File: config.mk
export PLATFORM = sky130hd
export DESIGN_NAME = dcp_control_pins
export DESIGN_NICKNAME = d
export VERILOG_FILES = /design/src/rtl/dcp_pkg.sv /design/src/rtl/dcp_sync.sv /design/src/rtl/dcp_bus_sel.sv /design/src/rtl/dcp_control_pins.sv
export SDC_FILE = /design/constraint.sdc
export NUM_CORES = 1
export LEC_CHECK = 0
export ABC_AREA = 0
export BUFFER_PORTS_ARGS = -buffer_cell sky130_fd_sc_hd__buf_2
export CORE_UTILIZATION = 53
export CTS_CLUSTER_SIZE = 28
export DETAILED_ROUTE_END_ITERATION = 10
export GPL_TIMING_DRIVEN = 0
export PLACE_DENSITY = 0.87
export SLEW_MARGIN = 20
export SYNTH_ARGS = -nofsm -noshare
export SYNTH_HDL_FRONTEND = slang
export SYNTH_HIERARCHICAL = 1
export SYNTH_SLANG_ARGS = --single-unit
File: constraint.sdc
create_clock -name CLK -period 2.83 [get_ports CLK]
set_clock_uncertainty 0.1 [all_clocks]
set_input_delay 0.4245 -clock CLK [delete_from_list [all_inputs] [get_ports CLK]]
set_output_delay 0.4245 -clock CLK [all_outputs]
set_load 0.01 [all_outputs]
File: src/rtl/dcp_pkg.sv
package dcp_pkg;

   // ==========================================================================
   // program counter and vectors
   localparam logic [15:0] DCP_RESET_VECTOR = 16'hff80;
   // nmi trap location; plain default, to be aligned with the vector table
   localparam logic [15:0] DCP_NMI_VECTOR   = 16'hff88;
   // internal rom occupies the top 16k words of program space
   localparam logic [15:0] DCP_ROM_BASE     = 16'hc000;

   // ==========================================================================
   // synchronised pin positions and their values while RST is high
   localparam int          DCP_PIN_W        = 6;
   localparam int          DCP_PIN_RESET_N  = 0;
   localparam int          DCP_PIN_ROM_SEL  = 1;
   localparam int          DCP_PIN_NMI_N    = 2;
   localparam int          DCP_PIN_BRANCH_N = 3;
   localparam int          DCP_PIN_OUT_EN_N = 4;
   localparam int          DCP_PIN_HOLD_N   = 5;
   localparam logic [5:0]  DCP_PIN_IDLE     = 6'h2c;

   // ==========================================================================
   // reset values
   localparam logic        DCP_FLAG_RESET   = 1'h1;
   localparam logic        DCP_ROM_RESET    = 1'h0;

   // ==========================================================================
   // types
   typedef enum logic [1:0]
   {
      DCP_RUN_RESET = 2'h0,
      DCP_RUN_EXEC  = 2'h1,
      DCP_RUN_HOLD  = 2'h3
   } dcp_run_t;

   typedef enum logic [1:0]
   {
      DCP_SPACE_DATA = 2'h0,
      DCP_SPACE_PROG = 2'h1,
      DCP_SPACE_IO   = 2'h2
   } dcp_space_t;

   typedef struct packed
   {
      logic       valid;
      dcp_space_t space;
   } dcp_access_t;

   typedef struct packed
   {
      logic ds_n;
      logic ps_n;
      logic is_n;
      logic strb_n;
   } dcp_sel_t;

   localparam dcp_sel_t DCP_SEL_IDLE = 4'hf;

   typedef struct packed
   {
      dcp_sel_t pin;
      logic     oe;
   } dcp_bus_out_t;

endpackage

File: src/rtl/dcp_sync.sv
`timescale 1ns/100ps

module dcp_sync
   import dcp_pkg::*;
#(
   parameter int             W       = 1,
   parameter logic [W-1:0]   RST_VAL = '0
)
(
   // clock and reset
   input  wire logic         clk,
   input  wire logic         rst,
   // pins in, synchronised levels out
   input  wire logic [W-1:0] pin,
   output      logic [W-1:0] sync
);

   typedef struct packed
   {
      logic [W-1:0] s1;
      logic [W-1:0] s2;
   } dcp_sync_state_t;

   dcp_sync_state_t q;
   dcp_sync_state_t d;

   // ==========================================================================
   // two stages; only the second stage is visible outside
   always_comb
   begin
      d    = q;
      d.s1 = pin;
      d.s2 = q.s1;
   end

   always_ff @(posedge clk or posedge rst)
   begin
      if (rst)
      begin
         q <= {RST_VAL, RST_VAL};
      end
      else
      begin
         q <= d;
      end
   end

   assign sync = q.s2;

endmodule

File: src/rtl/dcp_bus_sel.sv
`timescale 1ns/100ps

module dcp_bus_sel
   import dcp_pkg::*;
(
   // clock and reset
   input  wire logic         clk,
   input  wire logic         rst,
   // access request and bus ownership
   input  wire dcp_access_t  access,
   input  wire logic         hold,
   input  wire logic         out_en_n,
   // registered pin drive
   output      dcp_bus_out_t bus
);

   dcp_bus_out_t q;
   dcp_bus_out_t d;

   // ==========================================================================
   // selects and strobe follow the access one cycle later, in step with the
   // registered address, so the low period matches valid address
   always_comb
   begin
      d     = q;
      d.pin = DCP_SEL_IDLE;
      if (access.valid && !hold)
      begin
         unique case (access.space)
            DCP_SPACE_DATA:
            begin
               d.pin.ds_n   = 1'b0;
               d.pin.strb_n = 1'b0;
            end
            DCP_SPACE_PROG:
            begin
               d.pin.ps_n   = 1'b0;
               d.pin.strb_n = 1'b0;
            end
            DCP_SPACE_IO:
            begin
               d.pin.is_n   = 1'b0;
            end
            default:
            begin
               d.pin = DCP_SEL_IDLE;
            end
         endcase
      end
      d.oe = !hold && !out_en_n;
   end

   always_ff @(posedge clk or posedge rst)
   begin
      if (rst)
      begin
         q <= {DCP_SEL_IDLE, 1'b0};
      end
      else
      begin
         q <= d;
      end
   end

   assign bus = q;

endmodule

File: src/rtl/dcp_control_pins.sv
// Function
// - nmi ignores global mask and mask register
// - nmi traps program flow to its vector
// - reset low stops execution, pc at ff80
// - reset release starts fetching at ff80
// - rom select low at reset maps rom
// - rom select high at reset removes rom
// - rom select sampled only during reset
// - software mode bit overrides reset rom mode
// - conditional executes only when branch input low
// - xc samples at decode, others at read
// - flag latched: set high, clear/load low
// - external flag resets high
// - flag tri-stated while output disable low
// - space selects low only during valid address
// - selects tri-stated in hold or output disable
// - memory strobe low for data/program access
// - strobe tri-stated in hold or output disable
`timescale 1ns/100ps

module dcp_control_pins
   import dcp_pkg::*;
(
   // clock and reset
   input  wire logic        CLK,
   input  wire logic        RST,
   // device pins in
   input  wire logic        RESET_IN_N,
   input  wire logic        ROM_MAP_SELECT,
   input  wire logic        NMI_IN_N,
   input  wire logic        BRANCH_CONDITION_IN_N,
   input  wire logic        OUTPUT_DISABLE_N,
   input  wire logic        HOLD_REQ_N,
   // core program flow
   input  wire logic        PC_ADVANCE,
   input  wire logic        PC_LOAD,
   input  wire logic [15:0] PC_TARGET,
   input  wire logic [15:0] FETCH_ADDR,
   output      logic [15:0] PROGRAM_COUNTER,
   output      logic        CORE_RUN,
   output      logic        NMI_TAKEN,
   // rom mapping mode
   input  wire logic        MODE_BIT_WR,
   input  wire logic        MODE_BIT_VAL,
   output      logic        ROM_MAPPED,
   output      logic        ROM_HIT,
   // branch condition sampling
   input  wire logic        XC_DECODE,
   input  wire logic        READ_PHASE,
   output      logic        XC_CONDITION_TRUE,
   output      logic        READ_CONDITION_TRUE,
   // external flag instructions
   input  wire logic        SET_STATUS_BIT_INSTR,
   input  wire logic        CLEAR_STATUS_BIT_INSTR,
   input  wire logic        STATUS_WORD_ONE_LOAD,
   output      logic        EXTERNAL_FLAG_OUT_O,
   output      logic        EXTERNAL_FLAG_OUT_OE,
   // external access request
   input  wire dcp_access_t ACCESS,
   // memory control pins out
   output      logic        DATA_SPACE_SEL_N_O,
   output      logic        DATA_SPACE_SEL_N_OE,
   output      logic        PROGRAM_SPACE_SEL_N_O,
   output      logic        PROGRAM_SPACE_SEL_N_OE,
   output      logic        IO_SPACE_SEL_N_O,
   output      logic        IO_SPACE_SEL_N_OE,
   output      logic        MEMORY_STROBE_N_O,
   output      logic        MEMORY_STROBE_N_OE,
   // bus surrender acknowledge
   output      logic        HOLD_ACK_N
);

   // ==========================================================================
   // state

   typedef struct packed
   {
      dcp_run_t    run;
      logic        run_ok;
      logic [15:0] pc;
      logic        nmi_prev;
      logic        nmi_pend;
      logic        nmi_taken;
      logic        rom_mapped;
      logic        rom_hit;
      logic        cond_xc;
      logic        cond_rd;
      logic        flag;
      logic        flag_oe;
      logic        hold_ack_n;
   } dcp_top_state_t;

   localparam dcp_top_state_t DCP_TOP_RESET =
   '{
      run:        DCP_RUN_RESET,
      run_ok:     1'b0,
      pc:         DCP_RESET_VECTOR,
      nmi_prev:   1'b1,
      nmi_pend:   1'b0,
      nmi_taken:  1'b0,
      rom_mapped: DCP_ROM_RESET,
      rom_hit:    1'b0,
      cond_xc:    1'b0,
      cond_rd:    1'b0,
      flag:       DCP_FLAG_RESET,
      flag_oe:    1'b0,
      hold_ack_n: 1'b1
   };

   dcp_top_state_t       q;
   dcp_top_state_t       d;
   logic [DCP_PIN_W-1:0] pin_s;
   logic                 nmi_edge;
   dcp_access_t          acc_gated;
   dcp_bus_out_t         bus;

   // ==========================================================================
   // functions

   function automatic logic in_rom(input logic [15:0] addr);
      in_rom = (addr >= DCP_ROM_BASE);
   endfunction

   // ==========================================================================
   // pin synchronisers; every pin is asynchronous to CLK

   dcp_sync #(
      .W       (DCP_PIN_W),
      .RST_VAL (DCP_PIN_IDLE)
   ) u_sync (
      .clk  (CLK),
      .rst  (RST),
      .pin  ({HOLD_REQ_N, OUTPUT_DISABLE_N, BRANCH_CONDITION_IN_N,
              NMI_IN_N, ROM_MAP_SELECT, RESET_IN_N}),
      .sync (pin_s)
   );

   // ==========================================================================
   // next state

   always_comb
   begin
      d           = q;
      d.nmi_taken = 1'b0;
      // falling edge, so a held-low nmi traps once
      nmi_edge    = q.nmi_prev && !pin_s[DCP_PIN_NMI_N];
      d.nmi_prev  = pin_s[DCP_PIN_NMI_N];
      // no mask term: neither the global mask nor the mask register gates it
      d.nmi_pend  = q.nmi_pend || nmi_edge;

      unique case (q.run)
         DCP_RUN_RESET:
         begin
            d.pc         = DCP_RESET_VECTOR;
            d.nmi_pend   = 1'b0;
            // the last level seen before release is the one that stands
            d.rom_mapped = !pin_s[DCP_PIN_ROM_SEL];
            if (pin_s[DCP_PIN_RESET_N])
            begin
               // pc already holds the reset vector for the first fetch
               d.run = DCP_RUN_EXEC;
            end
         end
         DCP_RUN_EXEC:
         begin
            if (q.nmi_pend)
            begin
               d.pc        = DCP_NMI_VECTOR;
               d.nmi_taken = 1'b1;
               // an edge in the same cycle stays pending
               d.nmi_pend  = nmi_edge;
            end
            else if (PC_LOAD)
            begin
               d.pc = PC_TARGET;
            end
            else if (PC_ADVANCE)
            begin
               d.pc = q.pc + 16'h0001;
            end
            if (MODE_BIT_WR)
            begin
               d.rom_mapped = !MODE_BIT_VAL;
            end
            // surrender only between accesses so no cycle is cut short
            if (!pin_s[DCP_PIN_HOLD_N] && !ACCESS.valid)
            begin
               d.run = DCP_RUN_HOLD;
            end
         end
         DCP_RUN_HOLD:
         begin
            if (pin_s[DCP_PIN_HOLD_N])
            begin
               d.run = DCP_RUN_EXEC;
            end
         end
         default:
         begin
            d.run = DCP_RUN_RESET;
         end
      endcase

      // pin reset overrides every state
      if (!pin_s[DCP_PIN_RESET_N])
      begin
         d.run       = DCP_RUN_RESET;
         d.pc        = DCP_RESET_VECTOR;
         d.nmi_pend  = 1'b0;
         d.nmi_taken = 1'b0;
      end
      d.run_ok     = (d.run == DCP_RUN_EXEC);
      d.hold_ack_n = (d.run != DCP_RUN_HOLD);

      d.rom_hit = q.rom_mapped && in_rom(FETCH_ADDR);

      // branch input low means condition true
      if (XC_DECODE)
      begin
         d.cond_xc = !pin_s[DCP_PIN_BRANCH_N];
      end
      if (READ_PHASE)
      begin
         d.cond_rd = !pin_s[DCP_PIN_BRANCH_N];
      end

      // set wins if both arrive together
      if (!pin_s[DCP_PIN_RESET_N])
      begin
         d.flag = DCP_FLAG_RESET;
      end
      else if (SET_STATUS_BIT_INSTR)
      begin
         d.flag = 1'b1;
      end
      else if (CLEAR_STATUS_BIT_INSTR || STATUS_WORD_ONE_LOAD)
      begin
         d.flag = 1'b0;
      end
      d.flag_oe = pin_s[DCP_PIN_OUT_EN_N];
   end

   always_ff @(posedge CLK or posedge RST)
   begin
      if (RST)
      begin
         q <= DCP_TOP_RESET;
      end
      else
      begin
         q <= d;
      end
   end

   // ==========================================================================
   // memory control pins

   always_comb
   begin
      acc_gated       = ACCESS;
      acc_gated.valid = ACCESS.valid && (q.run == DCP_RUN_EXEC);
   end

   dcp_bus_sel u_bus_sel (
      .clk      (CLK),
      .rst      (RST),
      .access   (acc_gated),
      .hold     (q.run == DCP_RUN_HOLD),
      .out_en_n (!pin_s[DCP_PIN_OUT_EN_N]),
      .bus      (bus)
   );

   // ==========================================================================
   // outputs

   assign PROGRAM_COUNTER        = q.pc;
   assign CORE_RUN               = q.run_ok;
   assign NMI_TAKEN              = q.nmi_taken;
   assign ROM_MAPPED             = q.rom_mapped;
   assign ROM_HIT                = q.rom_hit;
   assign XC_CONDITION_TRUE      = q.cond_xc;
   assign READ_CONDITION_TRUE    = q.cond_rd;
   assign EXTERNAL_FLAG_OUT_O    = q.flag;
   assign EXTERNAL_FLAG_OUT_OE   = q.flag_oe;
   assign DATA_SPACE_SEL_N_O     = bus.pin.ds_n;
   assign DATA_SPACE_SEL_N_OE    = bus.oe;
   assign PROGRAM_SPACE_SEL_N_O  = bus.pin.ps_n;
   assign PROGRAM_SPACE_SEL_N_OE = bus.oe;
   assign IO_SPACE_SEL_N_O       = bus.pin.is_n;
   assign IO_SPACE_SEL_N_OE      = bus.oe;
   assign MEMORY_STROBE_N_O      = bus.pin.strb_n;
   assign MEMORY_STROBE_N_OE     = bus.oe;
   assign HOLD_ACK_N             = q.hold_ack_n;

endmodule

* Word-level counts from Yosys, hierarchy flattened
Index checks and enable logic that the tools add are counted.
Word-level totals: register bits 46, bits of input ports 52, output and inout port bits 33, word-level logic and storage cells 76
Operators by class: $add $sub $neg 1, order comparisons 1, equality and inequality tests 10, muxes and demuxes 23, reductions and logical operators 21
Operators with widths (number):
- $mux 16 | 4
- $pmux 16 s2 | 1
- $add 16x1->16 const B | 1
- $ge 16x16->1 const B | 1
- $mux 2 | 5
- $mux 1 | 9
- $logic_not 1->1 | 7
- $eq 2x1->1 const B | 3
- $logic_and 1x1->1 | 6
- $ne 3x3->1 const B | 2
- $pmux 2 s3 | 1
- $ne 5x5->1 const B | 1
- $eq 2x2->1 const B | 2
- $logic_not 2->1 | 2
- $mux 4 | 1
- $ne 2x2->1 const B | 2
- $pmux 1 s2 | 2
- $reduce_and 2->1 | 2
- $logic_or 1x1->1 | 2
- $reduce_bool 2->1 | 1
- $reduce_or 2->1 | 1

* Longest topological paths before layout
Gate-level depths: netlist of the first run.
depth after elaboration 6, mapped depth 6, gate-level depth less buffers 5

* By module
The synthesis of the first run kept the hierarchy.
By module, submodules not included:
- dcp_control_pins | times used 1, cells an instance 194, area an instance 1780.5 sq um, seq. area each 740.7 sq um
- dcp_sync | times used 1, cells an instance 13, area an instance 311.5 sq um, seq. area each 307.8 sq um
- dcp_bus_sel | times used 1, cells an instance 11, area an instance 178.9 sq um, seq. area each 130.1 sq um

* Worst setup path after synthesis of the first run
Ideal clock, no wire load.
kind register to register, from register q, in the netlist PROGRAM_COUNTER[4], to register q, in the netlist PROGRAM_COUNTER[11], setup time 0.082 ns, arrival 1.309 ns, data required time 2.648 ns, slack 1.340 ns, stages on the path, launching flop included 7, buffers on the path 2, clock period less this slack 1.490 ns, path through dfrtp_1 > buf_6 > and4_1 > buf_2 > and4_4 > and3_1 > nor3_1
Between the ends: longest elaborated chain between the ends 6
RTL lines:
- start: declaration | RTL line dcp_control_pins.sv:110 | dcp_top_state_t q;
- start signal: assignment | RTL line dcp_control_pins.sv:247 | q <= DCP_TOP_RESET;
- start signal: assignment | RTL line dcp_control_pins.sv:251 | q <= d;
- $add 16x1->16 | RTL line dcp_control_pins.sv:179 | d.pc = q.pc + 16'h0001;
- $mux 16 | RTL line dcp_control_pins.sv:177 | else if (PC_ADVANCE)
- $mux 16 | RTL line dcp_control_pins.sv:173 | else if (PC_LOAD)
- $mux 16 | RTL line dcp_control_pins.sv:166 | if (q.nmi_pend)
- $pmux 16 s2 | RTL line dcp_control_pins.sv:151 | unique case (q.run)
- $mux 16 | RTL line dcp_control_pins.sv:205 | if (!pin_s[DCP_PIN_RESET_N])
No other way between the ends. The select of a mux whose other input is x is not followed. A chain may end at the register's enable or synchronous reset.

* Worst setup path after layout of the first run
from register q, in the netlist PROGRAM_COUNTER[7], to register q, in the netlist PROGRAM_COUNTER[15]
Same word-level chain as after synthesis.

==> impl_metrics.env, run 1 <==
export IMPL_status="complete, no violations"
export IMPL_rows=23
export IMPL_synth_seq_cells=46
export IMPL_finalHoldViolCount=0
export IMPL_postCtsHoldBufs=1
export IMPL_setup_tns_ns=0
export IMPL_grt_max_degree=30
export IMPL_nets=349
export IMPL_cp_max_fo=4
export IMPL_crit_start="PROGRAM_COUNTER[7]"
export IMPL_first_iter_violations=132
export IMPL_worstPathArrival_ns=1.92
export IMPL_dr_pass1_iters=4
export IMPL_dpl_cell_count=338
export IMPL_gr_total_overflow=0
export IMPL_cpMaxStageDelayCell="dfstp_2"
export IMPL_grt_use_total_pct=23.8
export IMPL_grt_pass1_wl_mm=8.04
export IMPL_core_um2=4060
export IMPL_placed_cell_area_um2=2680
export IMPL_crit_path_end="PROGRAM_COUNTER[15]"
export IMPL_power_density_nw_per_um2=469
export IMPL_io_buffers=70
export IMPL_leakage_nw=1.28
export IMPL_io_pins=85
export IMPL_cp_depth=4
export IMPL_htree_num_levels=2
export IMPL_worstMarginPinSlew_ns=0.626
export IMPL_fin_ws_ns=1.03
export IMPL_stdcell_count=347
export IMPL_clkSlewWorstSetupHoldPaths_ns=0.09
export IMPL_grt_antenna_before_repair=0
export IMPL_fmax_mhz=557
export IMPL_reg2reg_to="PROGRAM_COUNTER[15]"
export IMPL_clk_root_buffer_cell="clkbuf_8"
export IMPL_clock_path_buffers=2
export IMPL_synth_area_um2=2270
export IMPL_critPathKind="register to register"
export IMPL_maxCapViolations=0
export IMPL_drive_gt1_share_pct=45.1
export IMPL_insertion_delay_ns=0.31
export IMPL_async_flop_share_pct=100
export IMPL_post_route_util_pct=68.7
export IMPL_clock_sinks=46
export IMPL_drtAntennaViolNets=0
export IMPL_cp_start_kind="register"
export IMPL_crit_chain="nand4_1 -> nor4_1 -> o21ai_1 -> a211oi_2"
export IMPL_postCtsSetupRepairBufs=0
export IMPL_fin_crit_sh_pct=63.5
export IMPL_cpPeakStageDelay_ns=0.57
export IMPL_cts_made_buffers=5
export IMPL_crit_family="simple AND/OR/NAND/NOR gates"
export IMPL_die_area_um2=4550
export IMPL_cts_tree="built"
export IMPL_ff_latch_area_um2=1180
export IMPL_finalInstanceArea_um2=2790
export IMPL_slew_headroom_pct=58.2
export IMPL_r2r_slack_ns=1.03
export IMPL_cts_resized=0
export IMPL_synthesis_nets=271
export IMPL_drt_total_wl_mm=4.82
export IMPL_area_delta_synth_final_pct=22.8
export IMPL_synth_edff_count=0
export IMPL_rsz0062_at_grt="no"
export IMPL_total_power_mw=1.31
export IMPL_path_buf_inv=0
export IMPL_syn_avg_cell_area_um2=10.4
export IMPL_viasPerCell=5.57
export IMPL_grt_pass1_vias=1734
export IMPL_r2r_cells=4
export IMPL_min_path_type="primary input to register"
export IMPL_synth_seq_area_share_pct=51.9
export IMPL_multi_input_area_um2=841
export IMPL_gp_congestion=0.901
export IMPL_layout_min_cycle_time_ns=1.80
export IMPL_worstSetupEndpointType="register"
export IMPL_synth_warnings=6
export IMPL_required_ns=2.95
export IMPL_wire_per_inst_um=13.9
export IMPL_route_vias_total=1933
export IMPL_drc_errors=0
export IMPL_die_x_um=67.5
export IMPL_fp_dieH_um=67.5
export IMPL_dp_hpwl_mm=3.55
export IMPL_vdd_ir_drop_max_mv=0.376
export IMPL_ys_types=50
export IMPL_setup_viol=0
export IMPL_slew_viol_final=0
export IMPL_ys_flop_type="dfrtp_1"
export IMPL_num_antenna_cells=0
export IMPL_nFillCells=310
export IMPL_whs_ns=0.110
export IMPL_dp_slack_ns=1.08
export IMPL_synthCells=218
export IMPL_r2r_start="PROGRAM_COUNTER[7]"
export IMPL_initial_core_util_pct=56.0
[flip-flops by register name (all words and copies together), names as in the netlist, 4 cells and up]
name and cells:
PROGRAM_COUNTER 16, u_sync/d 6, u_sync/sync 6, u_bus_sel/bus 5, q 4
[worst min path at each step]
stage,slack (ns),from,cells after the start,end
global placement,0.23,u_sync/d[0],0,u_sync/sync[0]
finish,0.11,HOLD_REQ_N,1,u_sync/d[5]
global route,0.09,HOLD_REQ_N,1,u_sync/d[5]
detailed placement,0.25,u_sync/d[4],0,u_sync/sync[4]
CTS,0.11,HOLD_REQ_N,1,u_sync/d[5]
floorplan,0.10,RST,1,u_bus_sel/bus[0]
[where the power goes]
| group | internal [mW] | switching [mW] | total (mW) |
|---|---|---|---|
| clock | 0.178 | 0.240 | 0.419 |
| combinational | 0.0797 | 0.0869 | 0.167 |
| sequential | 0.697 | 0.0254 | 0.722 |
| total | 0.955 | 0.352 | 1.31 |
[logic make-up after synthesis]
group	Yosys count	share of synthesized area [%]
and+or+nand+nor	79	20.6
AOI/OAI and AO/OA	48	14.2
DFF	46	51.9
buffers and inverters	40	11.1
muxes	4	1.76
adders and majority gates	1	0.551
[cells in the final DEF, fill, tap and decap left out, types with 2 or more instances in the layout]
master     count
a21boi_0       2
nor2b_1        2
inv_1         11
nand3_1        8
buf_6          2
nor2_1        12
o22a_1         4
o21a_1         4
clkbuf_8       6
and3_1         6
buf_2         74
o22ai_1        4
nor3b_1        2
dfrtp_1       24
a21oi_1        9
nand4_1        7
dfstp_2       22
nand4bb_1      3
nand3b_1       2
o21ai_1        3
a211oi_1       3
buf_4         19
a31oi_1        2
mux2i_1        4
nor3_1        10
nand2b_1       2
nor4_1         2
nand2_1       12
o21ai_0        8
and4_1         2
o31ai_1        2
[per-layer routing]
| metal | GRT usage, % | wire length [µm] |
|---|---|---|
| met5 | 0 | 0 |
| met4 | 7.45 | 51 |
| met3 | 5.91 | 331 |
| met2 | 36.3 | 2260 |
| met1 | 33.1 | 2170 |
[cell usage after synthesis, types with 2 or more instances]
| library cell | instances | share of area (%) |
|---|---|---|
| dfrtp_1 | 24 | 26 |
| nor3b_1 | 2 | 0.66 |
| o21a_1 | 4 | 1.3 |
| nand2_1 | 12 | 2.0 |
| a21boi_0 | 2 | 0.66 |
| buf_6 | 2 | 0.99 |
| nand2b_1 | 2 | 0.55 |
| a31oi_1 | 2 | 0.55 |
| o22a_1 | 4 | 1.5 |
| inv_1 | 12 | 2.0 |
| nand4_1 | 7 | 1.9 |
| nor2_1 | 12 | 2.0 |
| nor3_1 | 10 | 2.2 |
| dfstp_2 | 22 | 25 |
| a21oi_1 | 9 | 2.0 |
| o22ai_1 | 4 | 1.1 |
| and4_1 | 2 | 0.77 |
| a211oi_1 | 3 | 0.99 |
| nand3b_1 | 2 | 0.66 |
| o21ai_1 | 3 | 0.66 |
| nor4_1 | 2 | 0.55 |
| mux2i_1 | 4 | 1.8 |
| o31ai_1 | 2 | 0.66 |
| nor2b_1 | 2 | 0.55 |
| buf_2 | 4 | 0.88 |
| nand4bb_1 | 3 | 1.5 |
| buf_4 | 19 | 6.3 |
| o21ai_0 | 8 | 1.8 |
| nand3_1 | 8 | 1.8 |
| and3_1 | 6 | 1.7 |
[area by class of cell]
type	instances	share of cell area, %
inverters	13	1.75
repair buffers	71	12.9
flip-flops and latches	46	42.3
multi-input cells	132	30.2
plain buffers	27	7.27
well taps	50	2.24
clock inverters	3	0.898
clock buffers	5	2.47
(Power assumes the default switching activity.)
==> run 2, diff against run 1 <==
--- a/config.mk
+++ b/config.mk
@@ -5,13 +5,13 @@
 export SDC_FILE = /design/constraint.sdc
 export NUM_CORES = 1
 export LEC_CHECK = 0
-export ABC_AREA = 0
+export ABC_AREA = 1
 export BUFFER_PORTS_ARGS = -buffer_cell sky130_fd_sc_hd__buf_2
-export CORE_UTILIZATION = 53
+export CORE_UTILIZATION = 49
 export CTS_CLUSTER_SIZE = 28
 export DETAILED_ROUTE_END_ITERATION = 10
 export GPL_TIMING_DRIVEN = 0
-export PLACE_DENSITY = 0.87
+export PLACE_DENSITY = 0.81
 export SLEW_MARGIN = 20
 export SYNTH_ARGS = -nofsm -noshare
 export SYNTH_HDL_FRONTEND = slang
==> constraint.sdc (replaced) <==
create_clock -name CLK -period 1.7 [get_ports CLK]
set_clock_uncertainty 0.1 [all_clocks]
set_input_delay 0.255 -clock CLK [delete_from_list [all_inputs] [get_ports CLK]]
set_output_delay 0.255 -clock CLK [all_outputs]
set_load 0.01 [all_outputs]
==> run 2 against run 1 <==
The flow now finishes with violations (DRC). Critical path depth grew 2. Clock power up 68%. Largest power group unchanged. Final cell count increased by 17%. Core utilization fell by 3.1 points. Via count increased by 2.0%.
==> impl_metrics.env, run 2 <==
export IMPL_status="finished, violations left"
export IMPL_violations="DRC"
export IMPL_cp_max_fo=7
export IMPL_fp_dieH_um=71.0
export IMPL_setup_tns_ns=0
export IMPL_cp_start_kind="register"
export IMPL_power_density_nw_per_um2=766
export IMPL_maxCapViolations=0
export IMPL_drt_total_wl_mm=4.80
export IMPL_synthesis_nets=321
export IMPL_setup_viol=0
export IMPL_yosysTopAreaCell="dfrtp_1"
export IMPL_synth_seq_cells=46
export IMPL_worstPathArrival_ns=1.70
export IMPL_required_ns=1.82
export IMPL_clock_sinks=46
export IMPL_r2r_slack_ns=0.13
export IMPL_critPathKind="register to register"
export IMPL_die_x_um=71.0
export IMPL_final_cell_mix="buf_2 (70), nand2_1 (43), inv_1 (30)"
export IMPL_synth_edff_count=0
export IMPL_insertion_delay_ns=0.30
export IMPL_drc_errors=5
export IMPL_grt_max_degree=30
export IMPL_grt_pass1_vias=1934
export IMPL_synth_area_um2=2330
export IMPL_io_buffers=69
export IMPL_grt_pass1_wl_mm=8.20
export IMPL_crit_start="PROGRAM_COUNTER[8]"
export IMPL_multi_input_area_um2=852
export IMPL_drive_gt1_share_pct=42.1
export IMPL_ys_flop_type="dfrtp_1"
export IMPL_ys_types=31
export IMPL_min_path_type="primary input to register"
export IMPL_reg2reg_to="PROGRAM_COUNTER[15]"
export IMPL_cts_made_buffers=5
export IMPL_async_flop_share_pct=100
export IMPL_worstSetupEndpointType="register"
export IMPL_nets=406
export IMPL_initial_core_util_pct=52.1
export IMPL_worstMarginPinSlew_ns=0.605
export IMPL_cts_tree="built"
export IMPL_dr_pass1_iters=10
export IMPL_final_common_cell="buf_2"
export IMPL_finalHoldViolCount=0
export IMPL_leakage_nw=1.53
export IMPL_synth_area_top_cells="dfrtp_1 (26%), dfstp_2 (25%), nand2_1 (6.9%), buf_4 (6.1%), a21oi_1 (5.4%)"
export IMPL_clock_path_buffers=2
export IMPL_layout_min_cycle_time_ns=1.57
export IMPL_slew_viol_final=0
export IMPL_dp_slack_ns=0.127
export IMPL_dpl_cell_count=389
export IMPL_r2r_cells=6
export IMPL_drtAntennaViolNets=0
export IMPL_rows=24
export IMPL_fin_ws_ns=0.128
export IMPL_route_vias_total=1971
export IMPL_dp_hpwl_mm=3.55
export IMPL_core_um2=4470
export IMPL_largest_reg_flops=16
export IMPL_num_antenna_cells=0
export IMPL_ff_latch_area_um2=1180
export IMPL_gp_congestion=0.843
export IMPL_nFillCells=379
export IMPL_fmax_mhz=636
export IMPL_clk_root_buffer_cell="clkbuf_8"
export IMPL_yosysMostFrequentCell="nand2_1"
export IMPL_first_iter_violations=146
export IMPL_slew_headroom_pct=59.6
export IMPL_grt_use_total_pct=21.2
export IMPL_r2r_start="PROGRAM_COUNTER[8]"
export IMPL_die_area_um2=5040
export IMPL_crit_path_end="PROGRAM_COUNTER[15]"
export IMPL_gr_total_overflow=0
export IMPL_synthCells=268
export IMPL_ys_top_cells_by_count="nand2_1 (43), inv_1 (32), nor2_1 (29), a21oi_1 (25), dfrtp_1 (24)"
export IMPL_viasPerCell=4.85
export IMPL_htree_num_levels=2
export IMPL_io_pins=85
export IMPL_syn_avg_cell_area_um2=8.70
export IMPL_rsz0062_at_grt="no"
export IMPL_wire_per_inst_um=11.8
export IMPL_grt_antenna_before_repair=0
export IMPL_fin_crit_sh_pct=92.5
export IMPL_vdd_ir_drop_max_mv=0.708
export IMPL_area_delta_synth_final_pct=26.0
export IMPL_stdcell_count=406
export IMPL_clkSlewWorstSetupHoldPaths_ns=0.09
export IMPL_synth_seq_area_share_pct=50.6
export IMPL_yosysTopAreaCellShare_pct=25.8
export IMPL_synth_warnings=6
run 2: changes by cell type in the layout (fill, tap and decap cells not counted), sizes merged, moves of 4 or more:
cell | previous run | this run
o21a | 4 | 0
nor2 | 13 | 39
o21bai | 0 | 4
a211oi | 4 | 0
a21oi | 9 | 25
and3 | 6 | 0
nor3 | 10 | 1
and4 | 4 | 0
o22a | 4 | 0
nand3 | 8 | 18
dlygate4sd3 | 1 | 7
nand2 | 13 | 48
inv | 13 | 35
run 2: what timing repair did:
action | in CTS | in global routing
setup endpoints to repair | 0 | 6
hold endpoints to repair | 17 | 0
hold buffers | 7 | 0
gates resized for setup | 0 | 7
buffers inserted | 0 | 2
run 2: worst min-delay path by stage:
stage,from,end,slack (ns),cells after the start
2_1_floorplan,RST,u_bus_sel/bus[0],-0.07,1
3_3_place_gp,RST,u_bus_sel/bus[0],0.07,2
3_5_place_dp,RST,u_bus_sel/bus[0],0.09,2
4_1_cts,READ_PHASE,READ_CONDITION_TRUE,0.02,2
5_1_grt,XC_DECODE,XC_CONDITION_TRUE,0.03,2
6_report,READ_PHASE,READ_CONDITION_TRUE,0.04,2
run 2: layer usage:
| metal | global-route usage, % | wire, µm |
|---|---|---|
| met4 | 11.3 | 77 |
| met1 | 25.0 | 1990 |
| met3 | 4.27 | 293 |
| met2 | 36.4 | 2440 |
| met5 | 0 | 0 |
run 2: cell families after synthesis:
kind of cell | Yosys count | synth area share, %
buffers and inverters | 59 | 13.4
AO/OA/AOI/OAI | 45 | 10.9
flip-flops | 46 | 50.6
multiplexers | 2 | 0.859
adder cells (fa/ha/maj) | 1 | 0.537
AND/OR/NAND/NOR | 112 | 22.6
XOR/XNOR | 3 | 1.13
run 2: report_power, final:
part           internal (mW)  total (mW)  switching [mW]
clock network          0.336       0.706           0.370
logic                  0.155       0.336           0.181
registers               1.16        1.21          0.0437
run 2: critical path, cell delays in order, from the launching register on:
cell and delay [ns]:
dfstp_2 0.61, nand2_1 0.15, nor2_4 0.17, nand2_1 0.08, o21ai_0 0.14, nand3_1 0.09
a21oi_1 0.15
run 2: cell type report:
class / count / share of cell area, %
tap: 52 / 2.22
inverter: 35 / 4.60
multi-input combinational: 163 / 29.0
timing repair buffer: 78 / 14.7
clock inverter: 1 / 0.298
clock buffer: 7 / 2.94
sequential: 46 / 40.2
buffer: 24 / 6.05
run 2: per-stage QoR:
step	utilization, %	hold slack (ns)	area [µm²]	power, mW
after detailed placement	61.3	0.0850	2740	1.55
after floorplan	-	-0.0694	2330	1.42
after global routing	65.6	0.0346	2940	2.36
final	65.6	0.0361	2940	2.25
after global placement	61.3	0.0746	2740	1.54
after CTS	65.0	0.0250	2910	2.26
==> run 3, diff against run 2 <==
--- a/config.mk
+++ b/config.mk
@@ -7,11 +7,11 @@
 export LEC_CHECK = 0
 export ABC_AREA = 1
 export BUFFER_PORTS_ARGS = -buffer_cell sky130_fd_sc_hd__buf_2
-export CORE_UTILIZATION = 49
+export CORE_UTILIZATION = 53
 export CTS_CLUSTER_SIZE = 28
 export DETAILED_ROUTE_END_ITERATION = 10
 export GPL_TIMING_DRIVEN = 0
-export PLACE_DENSITY = 0.81
+export PLACE_DENSITY = 0.87
 export SLEW_MARGIN = 20
 export SYNTH_ARGS = -nofsm -noshare
 export SYNTH_HDL_FRONTEND = slang
==> constraint.sdc (replaced) <==
create_clock -name CLK -period 1.9 [get_ports CLK]
set_clock_uncertainty 0.1 [all_clocks]
set_input_delay 0.285 -clock CLK [delete_from_list [all_inputs] [get_ports CLK]]
set_output_delay 0.285 -clock CLK [all_outputs]
set_load 0.01 [all_outputs]
==> run 3 against run 2 <==
Highest routed layer unchanged. Sequential power is 11% lower. The run now ends clean. Register-to-register slack better by 0.16 ns. Largest power group unchanged. Global-route usage is 4.4 points higher. Via count is 3.6% higher. Setup slack better by 0.16 ns. Sequential share of layout area is 0.23 points higher. Worst hold slack better by 0.028 ns. First-iteration DRC count is 23% lower. Power is 8.2% lower. Flip-flop and latch count stayed put.
==> impl_metrics.env, run 3 (synthesis gave the netlist of run 2 again) <==
export IMPL_status="complete, no violations"
export IMPL_clock_path_buffers=2
export IMPL_drc_errors=0
export IMPL_clkSlewWorstSetupHoldPaths_ns=0.09
export IMPL_fin_crit_sh_pct=84.7
export IMPL_intPower_mw=1.51
export IMPL_worstPathArrival_ns=1.76
export IMPL_gp_congestion=0.848
export IMPL_cts_made_buffers=5
export IMPL_core_um2=4120
export IMPL_io_buffers=69
export IMPL_fp_dieH_um=68.3
export IMPL_rows=23
export IMPL_vdd_ir_drop_max_mv=0.519
export IMPL_route_vias_total=2041
export IMPL_cp_start_kind="register"
export IMPL_grt_max_degree=30
export IMPL_htree_num_levels=2
export IMPL_cpPeakStageDelay_ns=0.43
export IMPL_p_sw_uw=554
export IMPL_viasPerCell=5.08
export IMPL_die_x_um=68.3
export IMPL_dp_hpwl_mm=3.74
export IMPL_insertion_delay_ns=0.31
export IMPL_p_sw_share_pct=26.8
export IMPL_initial_core_util_pct=56.6
export IMPL_final_common_cell="buf_2"
export IMPL_pwr_share_seq_pct=52.4
export IMPL_slew_headroom_pct=58.9
export IMPL_cts_resized=0
export IMPL_postCtsHoldBufs=7
export IMPL_grt_pass1_wl_mm=8.59
export IMPL_worstSetupEndpointType="register"
export IMPL_p_clk_share_pct=33.0
export IMPL_placed_cell_area_um2=2740
export IMPL_largest_reg_flops=16
export IMPL_io_pins=85
export IMPL_crit_family="flip-flops"
export IMPL_drtAntennaViolNets=0
export IMPL_drt_total_wl_mm=5.24
export IMPL_final_cell_mix="buf_2 (70), nand2_1 (43), inv_1 (31)"
export IMPL_num_antenna_cells=0
export IMPL_grt_antenna_before_repair=0
export IMPL_finalHoldViolCount=0
export IMPL_cts_tree="built"
export IMPL_cp_max_fo=5
export IMPL_grt_use_total_pct=25.6
export IMPL_crit_chain="ha_1 -> nand3_1 -> inv_1 -> nand2_1 -> o21bai_1 -> nand3_1 -> a21oi_1"
export IMPL_postCtsSetupRepairBufs=0
export IMPL_cp_common_cell="nand3_1"
export IMPL_clock_sinks=46
export IMPL_critPathKind="register to register"
export IMPL_cpMaxStageDelayCell="dfrtp_1"
export IMPL_grt_pass1_vias=1937
export IMPL_total_power_mw=2.07
export IMPL_nets=404
export IMPL_worstMarginPinSlew_ns=0.615
export IMPL_drive_gt1_share_pct=40.6
export IMPL_leakage_nw=1.53
export IMPL_fmax_mhz=621
export IMPL_setup_viol=0
export IMPL_wire_per_inst_um=13.0
export IMPL_clk_root_buffer_cell="clkbuf_8"
export IMPL_min_path_type="primary input to register"
export IMPL_layout_min_cycle_time_ns=1.61
export IMPL_post_route_util_pct=70.8
export IMPL_die_area_um2=4670
export IMPL_gr_total_overflow=0
export IMPL_area_delta_synth_final_pct=25.0
export IMPL_slew_viol_final=0
export IMPL_finalInstanceArea_um2=2910
export IMPL_path_buf_inv=1
export IMPL_setup_tns_ns=0
export IMPL_power_density_nw_per_um2=709
export IMPL_dr_pass1_iters=4
export IMPL_maxCapViolations=0
export IMPL_required_ns=2.05
export IMPL_rsz0062_at_grt="no"
export IMPL_combinationalPowerShare_pct=14.6
export IMPL_first_iter_violations=113
==> run 3: changes by cell type in the layout (fill, tap and decap cells not counted), sizes merged <==
cell	delta
clkinv	+1
inv	-1
buf	-2
==> run 3: area by class of cell <==
| type | count | area, µm² |
|---|---|---|
| Clock buffer | 7 | 96.3 |
| Sequential cell | 46 | 1180 |
| Tap cell | 50 | 62.6 |
| Buffer | 24 | 178 |
| Multi-Input combinational cell | 163 | 840 |
| Timing Repair Buffer | 76 | 415 |
| Clock inverter | 1 | 8.76 |
| Inverter | 35 | 135 |
| Fill cell | 332 | 1200 |
==> run 3: path summary, 6_finish.rpt <==
kind                               startpoint                  end  slack (ns)  cells after the start
min in group asynchronous                 RST     u_bus_sel/bus[0]        0.35                      3
hold reg to reg                   u_sync/d[3]       u_sync/sync[3]        0.25                      0
hold / removal                      XC_DECODE    XC_CONDITION_TRUE        0.06                      2
setup reg to reg           PROGRAM_COUNTER[0]  PROGRAM_COUNTER[10]        0.29                      7
setup / recovery           PROGRAM_COUNTER[0]  PROGRAM_COUNTER[10]        0.29                      7
max in group asynchronous                 RST  READ_CONDITION_TRUE        0.76                      3
==> run 3: layer usage <==
layer	track usage [%]	vias to the layer above	wire length (µm)
met1	29.9	975	2150
li1	-	999	-
met4	12.0	0	95
met3	4.33	12	221
met2	45.1	55	2780
met5	0	-	0
==> run 3: worst register-to-register path, cell delays in order, from the launching register on <==
cell	delay (ns)
dfrtp_1	0.43
ha_1	0.21
nand3_1	0.13
inv_1	0.13
nand2_1	0.13
o21bai_1	0.17
nand3_1	0.10
a21oi_1	0.16
==> run 3: per-stage QoR <==
| step | hold WS, ns | worst slack, ns | instances |
|---|---|---|---|
| after floorplan | -0.0394 | 0.517 | 268 |
| after global placement | 0.100 | 0.375 | 387 |
| after detailed placement | 0.110 | 0.331 | 387 |
| after CTS | 0.0559 | 0.207 | 402 |
| after global routing | 0.0577 | 0.133 | 402 |
| final | 0.0639 | 0.291 | 402 |
==> run 3: power groups by stage <==
stage	Combinational [mW]	Clock [mW]	Sequential (mW)
after floorplan	0.177	0	1.10
final	0.301	0.682	1.08
after CTS	0.302	0.691	1.08
after detailed placement	0.289	0	1.10
after global placement	0.279	0	1.10
after global routing	0.340	0.731	1.09
